### src/design/switch_regs_pkg.sv
// constants and types for the switch interrupt and priority register slice
package switch_regs_pkg;

    // register offsets
    localparam logic [7:0] indirect_data_byte0_addr = 8'h78;
    localparam logic [7:0] link_change_irq_status_addr = 8'h7c;
    localparam logic [7:0] link_change_irq_mask_addr = 8'h7d;
    localparam logic [7:0] tag_priority_map_low_addr = 8'h80;
    localparam logic [7:0] tag_priority_map_high_addr = 8'h81;

    // reset values
    localparam logic [7:0] indirect_data_byte0_reset = 8'h00;
    localparam logic [7:0] irq_status_reset = 8'h00;
    localparam logic [7:0] irq_mask_reset = 8'h00;
    // tag three = 1, tag two = 1, tag one = 0, tag zero = 0
    localparam logic [7:0] tag_priority_map_low_reset = 8'h50;
    // tag seven = 3, tag six = 3, tag five = 2, tag four = 2
    localparam logic [7:0] tag_priority_map_high_reset = 8'hfa;

    // field layout
    localparam int port_irq_first_bit = 1;
    localparam int num_ports = 2;
    localparam logic [7:0] port_irq_field = 8'h06;
    localparam int prio_width = 2;
    localparam int tag_width = 3;

    // register access request from the management port
    typedef struct packed {
        logic wr;
        logic rd;
        logic [7:0] addr;
        logic [7:0] wdata;
    } reg_req_type;

    // tagged frame presented for classification
    typedef struct packed {
        logic valid;
        logic [tag_width-1:0] tag;
    } frame_tag_type;

    // classification result
    typedef struct packed {
        logic valid;
        logic [prio_width-1:0] prio;
    } frame_prio_type;

endpackage

### src/design/tag_priority_lookup.sv
// maps an 802.1p tag to an internal priority through the two map bytes
`timescale 1ns/100ps
`default_nettype none
module tag_priority_lookup
    import switch_regs_pkg::*;
(
    // clock and reset
    input wire logic clk,
    input wire logic sys_rst,
    // map registers
    input wire logic [7:0] map_low,
    input wire logic [7:0] map_high,
    // frame in and result out
    input wire frame_tag_type frame_in,
    output frame_prio_type frame_out
);

    logic [15:0] map_all;
    logic [prio_width-1:0] next_prio;

    assign map_all = {map_high, map_low};

    // tag n reads bits 2n+1:2n of the joined map
    always_comb begin
        next_prio = map_all[{frame_in.tag, 1'b0} +: prio_width];
    end

    always_ff @(posedge clk or posedge sys_rst) begin
        if (sys_rst) begin
            frame_out <= '0;
        end else begin
            frame_out.valid <= frame_in.valid;
            if (frame_in.valid) begin
                frame_out.prio <= next_prio;
            end
        end
    end

endmodule
`default_nettype wire

### src/design/switch_irq_and_priority_regs.sv
// switch register slice: indirect data byte, link-change interrupts, tag priority map
`timescale 1ns/100ps
`default_nettype none
module switch_irq_and_priority_regs
    import switch_regs_pkg::*;
(
    // clock and reset
    input wire logic clk,
    input wire logic sys_rst,
    // register port
    input wire reg_req_type reg_req,
    output logic [7:0] rd_data,
    output logic rd_valid,
    // link state per port, bit 0 is port one
    input wire logic [num_ports-1:0] link_up,
    // interrupt
    output logic irq,
    // frame classification
    input wire frame_tag_type frame_in,
    output frame_prio_type frame_out,
    // indirect data byte for the table engine
    output logic [7:0] indirect_data_low
);

    ////////////////////////////////////////////////////////////////////////
    // register views

    logic [7:0] indirect_data_byte0;
    logic [7:0] link_change_irq_status;
    logic [7:0] link_change_irq_mask;
    logic [7:0] tag_priority_map_low;
    logic [7:0] tag_priority_map_high;
    logic [7:0] next_rd_data;

    ////////////////////////////////////////////////////////////////////////
    // address decode

    logic sel_indirect;
    logic sel_status;
    logic sel_mask;
    logic sel_map_low;
    logic sel_map_high;
    logic wr_indirect;
    logic wr_status;
    logic wr_mask;
    logic wr_map_low;
    logic wr_map_high;

    // one select per register, unmapped offsets select nothing
    always_comb begin
        sel_indirect = 1'b0;
        sel_status = 1'b0;
        sel_mask = 1'b0;
        sel_map_low = 1'b0;
        sel_map_high = 1'b0;
        case (reg_req.addr)
            indirect_data_byte0_addr: begin
                sel_indirect = 1'b1;
            end
            link_change_irq_status_addr: begin
                sel_status = 1'b1;
            end
            link_change_irq_mask_addr: begin
                sel_mask = 1'b1;
            end
            tag_priority_map_low_addr: begin
                sel_map_low = 1'b1;
            end
            tag_priority_map_high_addr: begin
                sel_map_high = 1'b1;
            end
            default: begin
                sel_indirect = 1'b0;
            end
        endcase
    end

    assign wr_indirect = reg_req.wr && sel_indirect;
    assign wr_status = reg_req.wr && sel_status;
    assign wr_mask = reg_req.wr && sel_mask;
    assign wr_map_low = reg_req.wr && sel_map_low;
    assign wr_map_high = reg_req.wr && sel_map_high;

    ////////////////////////////////////////////////////////////////////////
    // indirect data byte

    always_ff @(posedge clk or posedge sys_rst) begin
        if (sys_rst) begin
            indirect_data_byte0 <= indirect_data_byte0_reset;
        end else if (wr_indirect) begin
            indirect_data_byte0 <= reg_req.wdata;
        end
    end

    assign indirect_data_low = indirect_data_byte0;

    ////////////////////////////////////////////////////////////////////////
    // link change detection

    logic [num_ports-1:0] link_prev;
    logic link_primed;
    logic [num_ports-1:0] link_change;

    // first sample after reset only loads the history, no event
    always_ff @(posedge clk or posedge sys_rst) begin
        if (sys_rst) begin
            link_prev <= '0;
        end else begin
            link_prev <= link_up;
        end
    end

    always_ff @(posedge clk or posedge sys_rst) begin
        if (sys_rst) begin
            link_primed <= 1'b0;
        end else begin
            link_primed <= 1'b1;
        end
    end

    assign link_change = link_primed ? (link_up ^ link_prev) : '0;

    ////////////////////////////////////////////////////////////////////////
    // status and mask, one bit per port

    logic [num_ports-1:0] port_pending;
    logic [num_ports-1:0] port_masked;
    logic [num_ports-1:0] port_clear;
    logic [num_ports-1:0] port_unmasked;

    generate
        for (genvar p = 0; p < num_ports; p++) begin : g_port
            localparam int bit_pos = port_irq_first_bit + p;
            logic pending;
            logic masked;

            assign port_clear[p] = wr_status && reg_req.wdata[bit_pos];

            // set wins over a same-cycle write-one clear
            always_ff @(posedge clk or posedge sys_rst) begin
                if (sys_rst) begin
                    pending <= irq_status_reset[bit_pos];
                end else if (link_change[p]) begin
                    pending <= 1'b1;
                end else if (port_clear[p]) begin
                    pending <= 1'b0;
                end
            end

            always_ff @(posedge clk or posedge sys_rst) begin
                if (sys_rst) begin
                    masked <= irq_mask_reset[bit_pos];
                end else if (wr_mask) begin
                    masked <= reg_req.wdata[bit_pos];
                end
            end

            assign port_pending[p] = pending;
            assign port_masked[p] = masked;
            assign port_unmasked[p] = pending && !masked;
        end
    endgenerate

    // byte views, reserved positions read zero and ignore writes
    always_comb begin
        link_change_irq_status = 8'h00;
        link_change_irq_mask = 8'h00;
        link_change_irq_status[port_irq_first_bit +: num_ports] = port_pending;
        link_change_irq_mask[port_irq_first_bit +: num_ports] = port_masked;
    end

    ////////////////////////////////////////////////////////////////////////
    // interrupt output

    always_ff @(posedge clk or posedge sys_rst) begin
        if (sys_rst) begin
            irq <= 1'b0;
        end else begin
            irq <= |port_unmasked;
        end
    end

    ////////////////////////////////////////////////////////////////////////
    // priority map, one field per tag

    localparam int num_tags = 1 << tag_width;
    localparam int map_bits = num_tags * prio_width;
    localparam int low_fields = 8 / prio_width;
    localparam logic [map_bits-1:0] map_reset = {tag_priority_map_high_reset, tag_priority_map_low_reset};

    logic [map_bits-1:0] map_fields;
    logic [map_bits-1:0] map_wdata;
    logic [num_tags-1:0] map_load;

    // each field takes its slice of the byte written to its map register
    assign map_wdata = {reg_req.wdata, reg_req.wdata};

    generate
        for (genvar t = 0; t < num_tags; t++) begin : g_tag
            localparam int lsb = t * prio_width;
            logic [prio_width-1:0] field;

            if (t < low_fields) begin : g_low
                assign map_load[t] = wr_map_low;
            end else begin : g_high
                assign map_load[t] = wr_map_high;
            end

            always_ff @(posedge clk or posedge sys_rst) begin
                if (sys_rst) begin
                    field <= map_reset[lsb +: prio_width];
                end else if (map_load[t]) begin
                    field <= map_wdata[lsb +: prio_width];
                end
            end

            assign map_fields[lsb +: prio_width] = field;
        end
    endgenerate

    // named view of each tag's field
    logic [prio_width-1:0] tag_zero_priority;
    logic [prio_width-1:0] tag_one_priority;
    logic [prio_width-1:0] tag_two_priority;
    logic [prio_width-1:0] tag_three_priority;
    logic [prio_width-1:0] tag_four_priority;
    logic [prio_width-1:0] tag_five_priority;
    logic [prio_width-1:0] tag_six_priority;
    logic [prio_width-1:0] tag_seven_priority;

    assign tag_zero_priority = map_fields[1:0];
    assign tag_one_priority = map_fields[3:2];
    assign tag_two_priority = map_fields[5:4];
    assign tag_three_priority = map_fields[7:6];
    assign tag_four_priority = map_fields[9:8];
    assign tag_five_priority = map_fields[11:10];
    assign tag_six_priority = map_fields[13:12];
    assign tag_seven_priority = map_fields[15:14];

    assign tag_priority_map_low = {tag_three_priority, tag_two_priority, tag_one_priority, tag_zero_priority};
    assign tag_priority_map_high = {tag_seven_priority, tag_six_priority, tag_five_priority, tag_four_priority};

    tag_priority_lookup tag_priority_lookup_i (
        .clk(clk),
        .sys_rst(sys_rst),
        .map_low(tag_priority_map_low),
        .map_high(tag_priority_map_high),
        .frame_in(frame_in),
        .frame_out(frame_out)
    );

    ////////////////////////////////////////////////////////////////////////
    // read path

    always_comb begin
        next_rd_data = 8'h00;
        if (sel_indirect) begin
            next_rd_data = indirect_data_byte0;
        end
        if (sel_status) begin
            next_rd_data = link_change_irq_status;
        end
        if (sel_mask) begin
            next_rd_data = link_change_irq_mask;
        end
        if (sel_map_low) begin
            next_rd_data = tag_priority_map_low;
        end
        if (sel_map_high) begin
            next_rd_data = tag_priority_map_high;
        end
    end

    always_ff @(posedge clk or posedge sys_rst) begin
        if (sys_rst) begin
            rd_valid <= 1'b0;
        end else begin
            rd_valid <= reg_req.rd;
        end
    end

    always_ff @(posedge clk or posedge sys_rst) begin
        if (sys_rst) begin
            rd_data <= 8'h00;
        end else if (reg_req.rd) begin
            rd_data <= next_rd_data;
        end
    end

endmodule
`default_nettype wire

### config.mk
export PLATFORM = sky130hd
export DESIGN_NAME = switch_irq_and_priority_regs
export DESIGN_NICKNAME = d
export VERILOG_FILES = /design/src/design/switch_regs_pkg.sv /design/src/design/tag_priority_lookup.sv /design/src/design/switch_irq_and_priority_regs.sv
export SDC_FILE = /design/constraint.sdc
export NUM_CORES = 1
export LEC_CHECK = 0
export BUFFER_PORTS_ARGS = -buffer_cell sky130_fd_sc_hd__buf_4
export CORE_UTILIZATION = 57
export CTS_CLUSTER_DIAMETER = 150
export CTS_CLUSTER_SIZE = 30
export DETAILED_ROUTE_END_ITERATION = 7
export PLACE_DENSITY_LB_ADDON = 0.12
export SYNTH_ARGS = -nofsm -noshare
export SYNTH_HDL_FRONTEND = slang
export SYNTH_SLANG_ARGS = --single-unit
export TNS_END_PERCENT = 100
### constraint.sdc
create_clock -name clk -period 2.9 [get_ports clk]
set_input_delay 0.29 -clock clk [delete_from_list [all_inputs] [get_ports clk]]
set_output_delay 0.29 -clock clk [all_outputs]
set_load 0.01 [all_outputs]
==> impl_metrics.toml, run 1 <==
[drt]
drtIter0Drc = 117
wirelength_um = 4710
first_pass_iters = 5
antenna_left = 0
wl_per_cell_um = 17.84
drc_errors = 0
routed-via-count = 1598
vias_per_cell = 6.053

[cts]
cts_root_buf = "clkbuf_8"
htreeDepth = 2
path_clk_slew_ps = 80
clockBufferDepth = 2
cts.sink_count = 44
cts_tree = "built"
cts-buffers-inserted = 5
clk_latency_ps = 290
cts_setup_buffers = 0
postCtsHoldBufs = 0
cts_resized = 0

[cells_and_area]
layout.cells.most_common = "buf_4"
final_cell_area_um2 = 2545
drive_gt1_frac = 0.4771
final_nets = 243
area_growth_syn_to_layout_pct = 20.64
fillers = 261
antenna_cells = 0
mostFrequentLayoutCells = "buf_4 (48), dfrtp_1 (36), mux2_2 (26)"

[timing]
setup_violations = 0
setup_tns_ps = 0
period_needed_ps = 1953
worst_pin_slew_ps = 527.4
slew_violations = 0
hold_viol = 0
rsz0062_at_grt = "no"
clock.fmax_ghz = 0.5119
slew_headroom = 0.6484
skew_ps = 5.802
post-route-period-util = 0.6736

[floorplan]
fp-row-count = 21
start_util = 0.6129
coreArea_um2 = 3442
die_area_um2 = 3948
ios = 47
dieWidth_um = 62.84
die_y_um = 62.84

[synthesis]
synthesis.area_um2 = 2110
synthFlopType = "dfrtp_1"
synth_top_area_frac = 0.4270
avgSynthCellArea_um2 = 12.41
syn_nets = 196
ys_types = 36
yosysSeqAreaShare = 0.5267
synth_warnings = 0
synth_area_leader_cell = "dfrtp_1"
synth_area_leaders = "dfrtp_1 (43%), mux2_2 (14%), dfstp_2 (10%), mux4_2 (4.3%), nor2_1 (3.2%)"
synthCells = 170
synth-seq-cells = 44
synth-edff-count = 0
synth-async-reset-ratio = 1.000

[global_routing]
grt_use_total = 0.2598
grt_antenna_before_repair = 0
first_global_vias = 1565
grt_max_degree = 45
grt-ovfl-total = 0
grt_first_pass_wirelength_um = 7638

[place]
dpl_cell_area_um2 = 2451
place.gp.congestion = 0.8965
dpl.hpwl_um = 3483
io_buffers = 46

[pwr]
ir_drop_uv = 399.1
power_mw = 1.192
leakagePower_nw = 1.198
p_per_area_nw_per_um2 = 468.5

[worst_setup_path]
worstSetupPathType = "input pin to flip-flop"
cp-end-kind = "flip-flop"
crit_path_max_fanout = 13
critPathRequiredTime_ps = 3080
cp-start-kind = "input pin"
crit_arrival_ps = 2130
r2r_cells = 4

[run]
drv_cap = 0

[status]
status = "completed"

[hold_path]
min_path_cells = 1
hold_class = "input pin to flip-flop"
per-layer routing:
layer | track usage | vias to the layer above | share of wire
li1 | - | 709 | -
met1 | 0.3370 | 777 | 0.40
met2 | 0.4144 | 100 | 0.50
met3 | 0.04745 | 12 | 0.081
met4 | 0.1395 | 0 | 0.018
met5 | 0 | - | 0
path summary, 6_finish.rpt:
check,start,to,slack [ps]
setup / recovery,reg_req[8],indirect_data_low[0],950
hold / removal,link_up[1],link_prev[1],110
setup reg to reg,g_tag[2].field[0],rd_data[4],1650
hold reg to reg,link_primed,g_port[0].pending,500
max in group asynchronous,sys_rst,g_tag[6].field[1],2390
min in group asynchronous,sys_rst,rd_data[2],120
Yosys cell counts, types with 2 or more instances:
master and instances:
a21oi_1 9, a22o_1 2, a31oi_1 3, buf_6 5, dfrtp_1 36, dfstp_2 8
inv_1 9, mux2_2 26, mux2i_1 4, mux4_2 4, nand2_1 3, nand2b_1 3
nand4_1 2, nor2_1 18, nor2_2 3, nor3_1 7, nor4_1 2, o22ai_2 2
o32ai_1 6, xor2_1 2
per-stage QoR:
stage          hold slack [ps]    util  worst slack [ps]  std cells
6_report                 110.8  0.7394             946.5        264
5_1_grt                  100.3  0.7394             840.5        264
4_1_cts                  100.6  0.7394             975.3        264
3_5_place_dp             416.2  0.7121             759.8        256
3_3_place_gp             415.5  0.7121             795.7        256
2_1_floorplan            321.4       -             918.8        170
flip-flops by register name, indices dropped and copies added (netlist names), 2 cells and up:
| register | flops |
|---|---|
| indirect_data_low | 8 |
| g_port.pending | 2 |
| g_port.masked | 2 |
| g_tag.field | 16 |
| rd_data | 8 |
| link_prev | 2 |
| tag_priority_lookup_i.frame_out | 3 |
final cells by class:
cell class	count	area [um2]	share of cell area
Clock inverter	1	7.507	0.002950
Multi-Input combinational cell	109	888.4	0.3491
Tap cell	46	57.56	0.02262
Sequential cell	44	1111	0.4366
Timing Repair Buffer	48	360.3	0.1416
Clock buffer	7	86.33	0.03392
Inverter	9	33.78	0.01327
kinds of logic after synthesis:
logic type / Yosys count / share of synthesized area
AND/OR/NAND/NOR: 49 / 0.1323
flip-flops: 44 / 0.5267
multiplexers: 34 / 0.2005
AO/OA/AOI/OAI: 23 / 0.07829
buffers and inverters: 17 / 0.05219
XOR/XNOR: 2 / 0.008305
other: 1 / 0.001778
power breakdown:
| part | total, mW | leakage, nW | internal (mW) | switching, mW |
|---|---|---|---|---|
| combinational | 0.136 | 0.605 | 0.0711 | 0.0653 |
| sequential | 0.665 | 0.549 | 0.643 | 0.0222 |
| clock | 0.391 | 0.0445 | 0.193 | 0.197 |
| total | 1.19 | 1.20 | 0.907 | 0.285 |
worst max-delay path, cell delays in order:
cell and delay (ps):
buf_4 160, or3b_2 490, nor3_1 220, buf_4 200
and2_1 380, mux2_2 390
Note: power is estimated with default switching activity, not from simulation.
==> run 2, diff against run 1 <==
--- a/config.mk
+++ b/config.mk
@@ -5,8 +5,9 @@
 export SDC_FILE = /design/constraint.sdc
 export NUM_CORES = 1
 export LEC_CHECK = 0
+export ABC_AREA = 1
 export BUFFER_PORTS_ARGS = -buffer_cell sky130_fd_sc_hd__buf_4
-export CORE_UTILIZATION = 57
+export CORE_UTILIZATION = 49
 export CTS_CLUSTER_DIAMETER = 150
 export CTS_CLUSTER_SIZE = 30
 export DETAILED_ROUTE_END_ITERATION = 7
==> constraint.sdc (replaced) <==
create_clock -name clk -period 1.79 [get_ports clk]
set_input_delay 0.179 -clock clk [delete_from_list [all_inputs] [get_ports clk]]
set_output_delay 0.179 -clock clk [all_outputs]
set_load 0.01 [all_outputs]
==> run 2 against run 1 <==
Routed wire length increased by 0.59%. Setup slack got worse by 340 ps. Total power increased by 87%. Count of clock-buffer cells in the layout decreased by 1. Sequential cell count unchanged. Sequential share of layout area decreased by 3.4 points. Worst hold slack got worse by 90 ps. Clock skew decreased by 0.75 ps. Critical path depth unchanged. Via count increased by 17%. Critical path type is now flip-flop to flip-flop. Critical endpoint is now tag_priority_lookup_i.frame_out[1]. Highest routed layer unchanged.
==> impl_metrics.toml, run 2 <==
[cts]
clk_latency_ps = 290
cts_tree = "built"
cts_setup_buffers = 0
cts-buffers-inserted = 5
clockBufferDepth = 2
cts.sink_count = 44
path_clk_slew_ps = 80
htreeDepth = 2
cts_root_buf = "clkbuf_8"

[cells_and_area]
fillers = 406
mostFrequentLayoutCells = "nand2_1 (72), buf_4 (48), dfrtp_1 (36)"
regArea_um2 = 1111
final_cell_area_um2 = 2758
antenna_cells = 0
area_growth_syn_to_layout_pct = 22.65
top_register = "g_tag.field"
final_nets = 335
layout.cells.most_common = "nand2_1"
drive_gt1_frac = 0.2903
largest_reg_flops = 16
multi_input_area_um2 = 948.4

[worst_setup_path]
crit_slowest_cell = "dfstp_2"
cp-end-kind = "flip-flop"
r2r_setup_slack_ps = 600
cp-start-kind = "flip-flop"
critPathRequiredTime_ps = 2000
cpPeakStageDelay_ps = 530
crit_family = "flip-flops"
worstSetupPathType = "flip-flop to flip-flop"
crit_path_max_fanout = 2
crit_path_cell_trace = "inv_1 -> o21ai_0 -> nand2_1 -> nand3_1 -> nand2_1 -> o21ai_0"
crit_arrival_ps = 1400
cp_num_buf_inv = 1

[synthesis]
synthCells = 259
synth_warnings = 0
synth_area_leader_cell = "dfrtp_1"
ys_types = 27
syn_nets = 285
synth-async-reset-ratio = 1.000
synth_top_area_frac = 0.4007
synth_commonest_cells = "nand2_1 (72), dfrtp_1 (36), nand3_1 (31), inv_1 (28), o21ai_0 (13)"
yosysSeqAreaShare = 0.4942
synth-seq-cells = 44
synthFlopType = "dfrtp_1"
synth-edff-count = 0
yosysMostFrequentCell = "nand2_1"
synthesis.area_um2 = 2248
avgSynthCellArea_um2 = 8.681
synth_area_leaders = "dfrtp_1 (40%), nand2_1 (12%), dfstp_2 (9.3%), nand3_1 (6.9%), inv_1 (4.7%)"

[global_routing]
grt_antenna_before_repair = 0
grt-ovfl-total = 0
grt_use_total = 0.2089
grt_first_pass_wirelength_um = 8045
grt_max_degree = 45
first_global_vias = 1676

[pwr]
ir_drop_uv = 545.3
power_mw = 2.231
leakagePower_nw = 1.376
p_per_area_nw_per_um2 = 809.1

[hold_path]
hold_class = "input pin to asynchronous set/reset pin"

[place]
dpl_cell_area_um2 = 2605
io_buffers = 46
place.gp.congestion = 0.8525
dpl.hpwl_um = 3584

[drt]
routed-via-count = 1871
wl_met3_um = 216
antenna_left = 0
first_pass_iters = 4
wl_met1_um = 2276
routed.top_layer = "met4"
vias_per_cell = 5.169
wl_per_cell_um = 13.09
wirelength_um = 4738
drc_errors = 0
drtIter0Drc = 95
dr_wl_met2_um = 2176

[floorplan]
die_area_um2 = 4864
ios = 47
die_y_um = 69.74
fp-row-count = 24
coreArea_um2 = 4384
dieWidth_um = 69.74
start_util = 0.5128

[timing]
post-route-period-util = 0.6622
setup_tns_ps = 0
skew_ps = 5.054
period_needed_ps = 1185
slew_violations = 0
hold_viol = 0
slew_headroom = 0.6403
setup_violations = 0
worst_pin_slew_ps = 539.5
clock.fmax_ghz = 0.8436
rsz0062_at_grt = "no"

[status]
status = "completed"

[run]
drv_cap = 0
-- run 2: cell types whose count changed after synthesis, moves of 13 or more --
| cell | previous run | this run |
|---|---|---|
| mux2_2 | 26 | 0 |
| nor2_1 | 18 | 5 |
| nand2_1 | 3 | 72 |
| nand3_1 | 1 | 31 |
| o21ai_0 | 0 | 13 |
| inv_1 | 9 | 28 |
-- run 2: metal layers --
| layer | global-route usage | vias up |
|---|---|---|
| li1 | - | 940 |
| met1 | 0.2970 | 862 |
| met2 | 0.3236 | 60 |
| met3 | 0.04360 | 9 |
| met4 | 0.06222 | 0 |
| met5 | 0 | - |
-- run 2: cell type report --
type                       instances  area share
clock buffer                       6     0.02632
clock inverter                     2     0.02178
inverter                          32     0.04356
multi-input combinational        176      0.3439
sequential                        44      0.4029
tap                               52     0.02359
timing repair buffer              50      0.1379
-- run 2: final timing paths --
check                             startpoint                                  to  cells after the start
hold / removal                       sys_rst                          rd_data[2]                      3
hold reg to reg                   rd_data[5]                          rd_data[5]                      2
max in group asynchronous            sys_rst                   g_tag[3].field[0]                      3
setup / recovery           g_tag[4].field[1]  tag_priority_lookup_i.frame_out[1]                      6
min in group clk                 frame_in[3]  tag_priority_lookup_i.frame_out[2]                      1
setup reg to reg           g_tag[4].field[1]  tag_priority_lookup_i.frame_out[1]                      6
-- run 2: worst reg2reg max path, stage by stage, from the launching register on --
cell     delay [ps]
dfstp_2         530
inv_1            50
o21ai_0         180
nand2_1          80
nand3_1          80
nand2_1          40
o21ai_0         140
-- run 2: kinds of logic (layout without fill, tap and decap cells) --
family,count (synthesis),after routing,share of synthesized area
simple gates,125,125,0.2771
compound gates,50,50,0.1430
flops,44,44,0.4942
buf+inv,39,90,0.08402
other cells,1,1,0.001668
-- run 2: power by group --
group	internal (mW)	leakage, nW	switching, mW
Sequential	1.05	0.547	0.0361
Clock	0.558	0.0654	0.339
Combinational	0.113	0.764	0.140
-- run 2: metrics by stage --
step | util | std cells | hold WS [ps] | setup WS [ps]
detailed placement | 0.5942 | 352 | 308.0 | 374.4
CTS | 0.6290 | 362 | 12.92 | 586.9
finish | 0.6290 | 362 | 21.00 | 604.7
floorplan | - | 259 | 210.4 | 593.2
global route | 0.6290 | 362 | 8.328 | 509.3
global placement | 0.5942 | 352 | 303.3 | 431.8
-- run 2: timing repair --
item / CTS / global route
endpoints found under the hold margin: 2 / 0
gates resized for setup: 0 / 0
hold buffers: 2 / 0
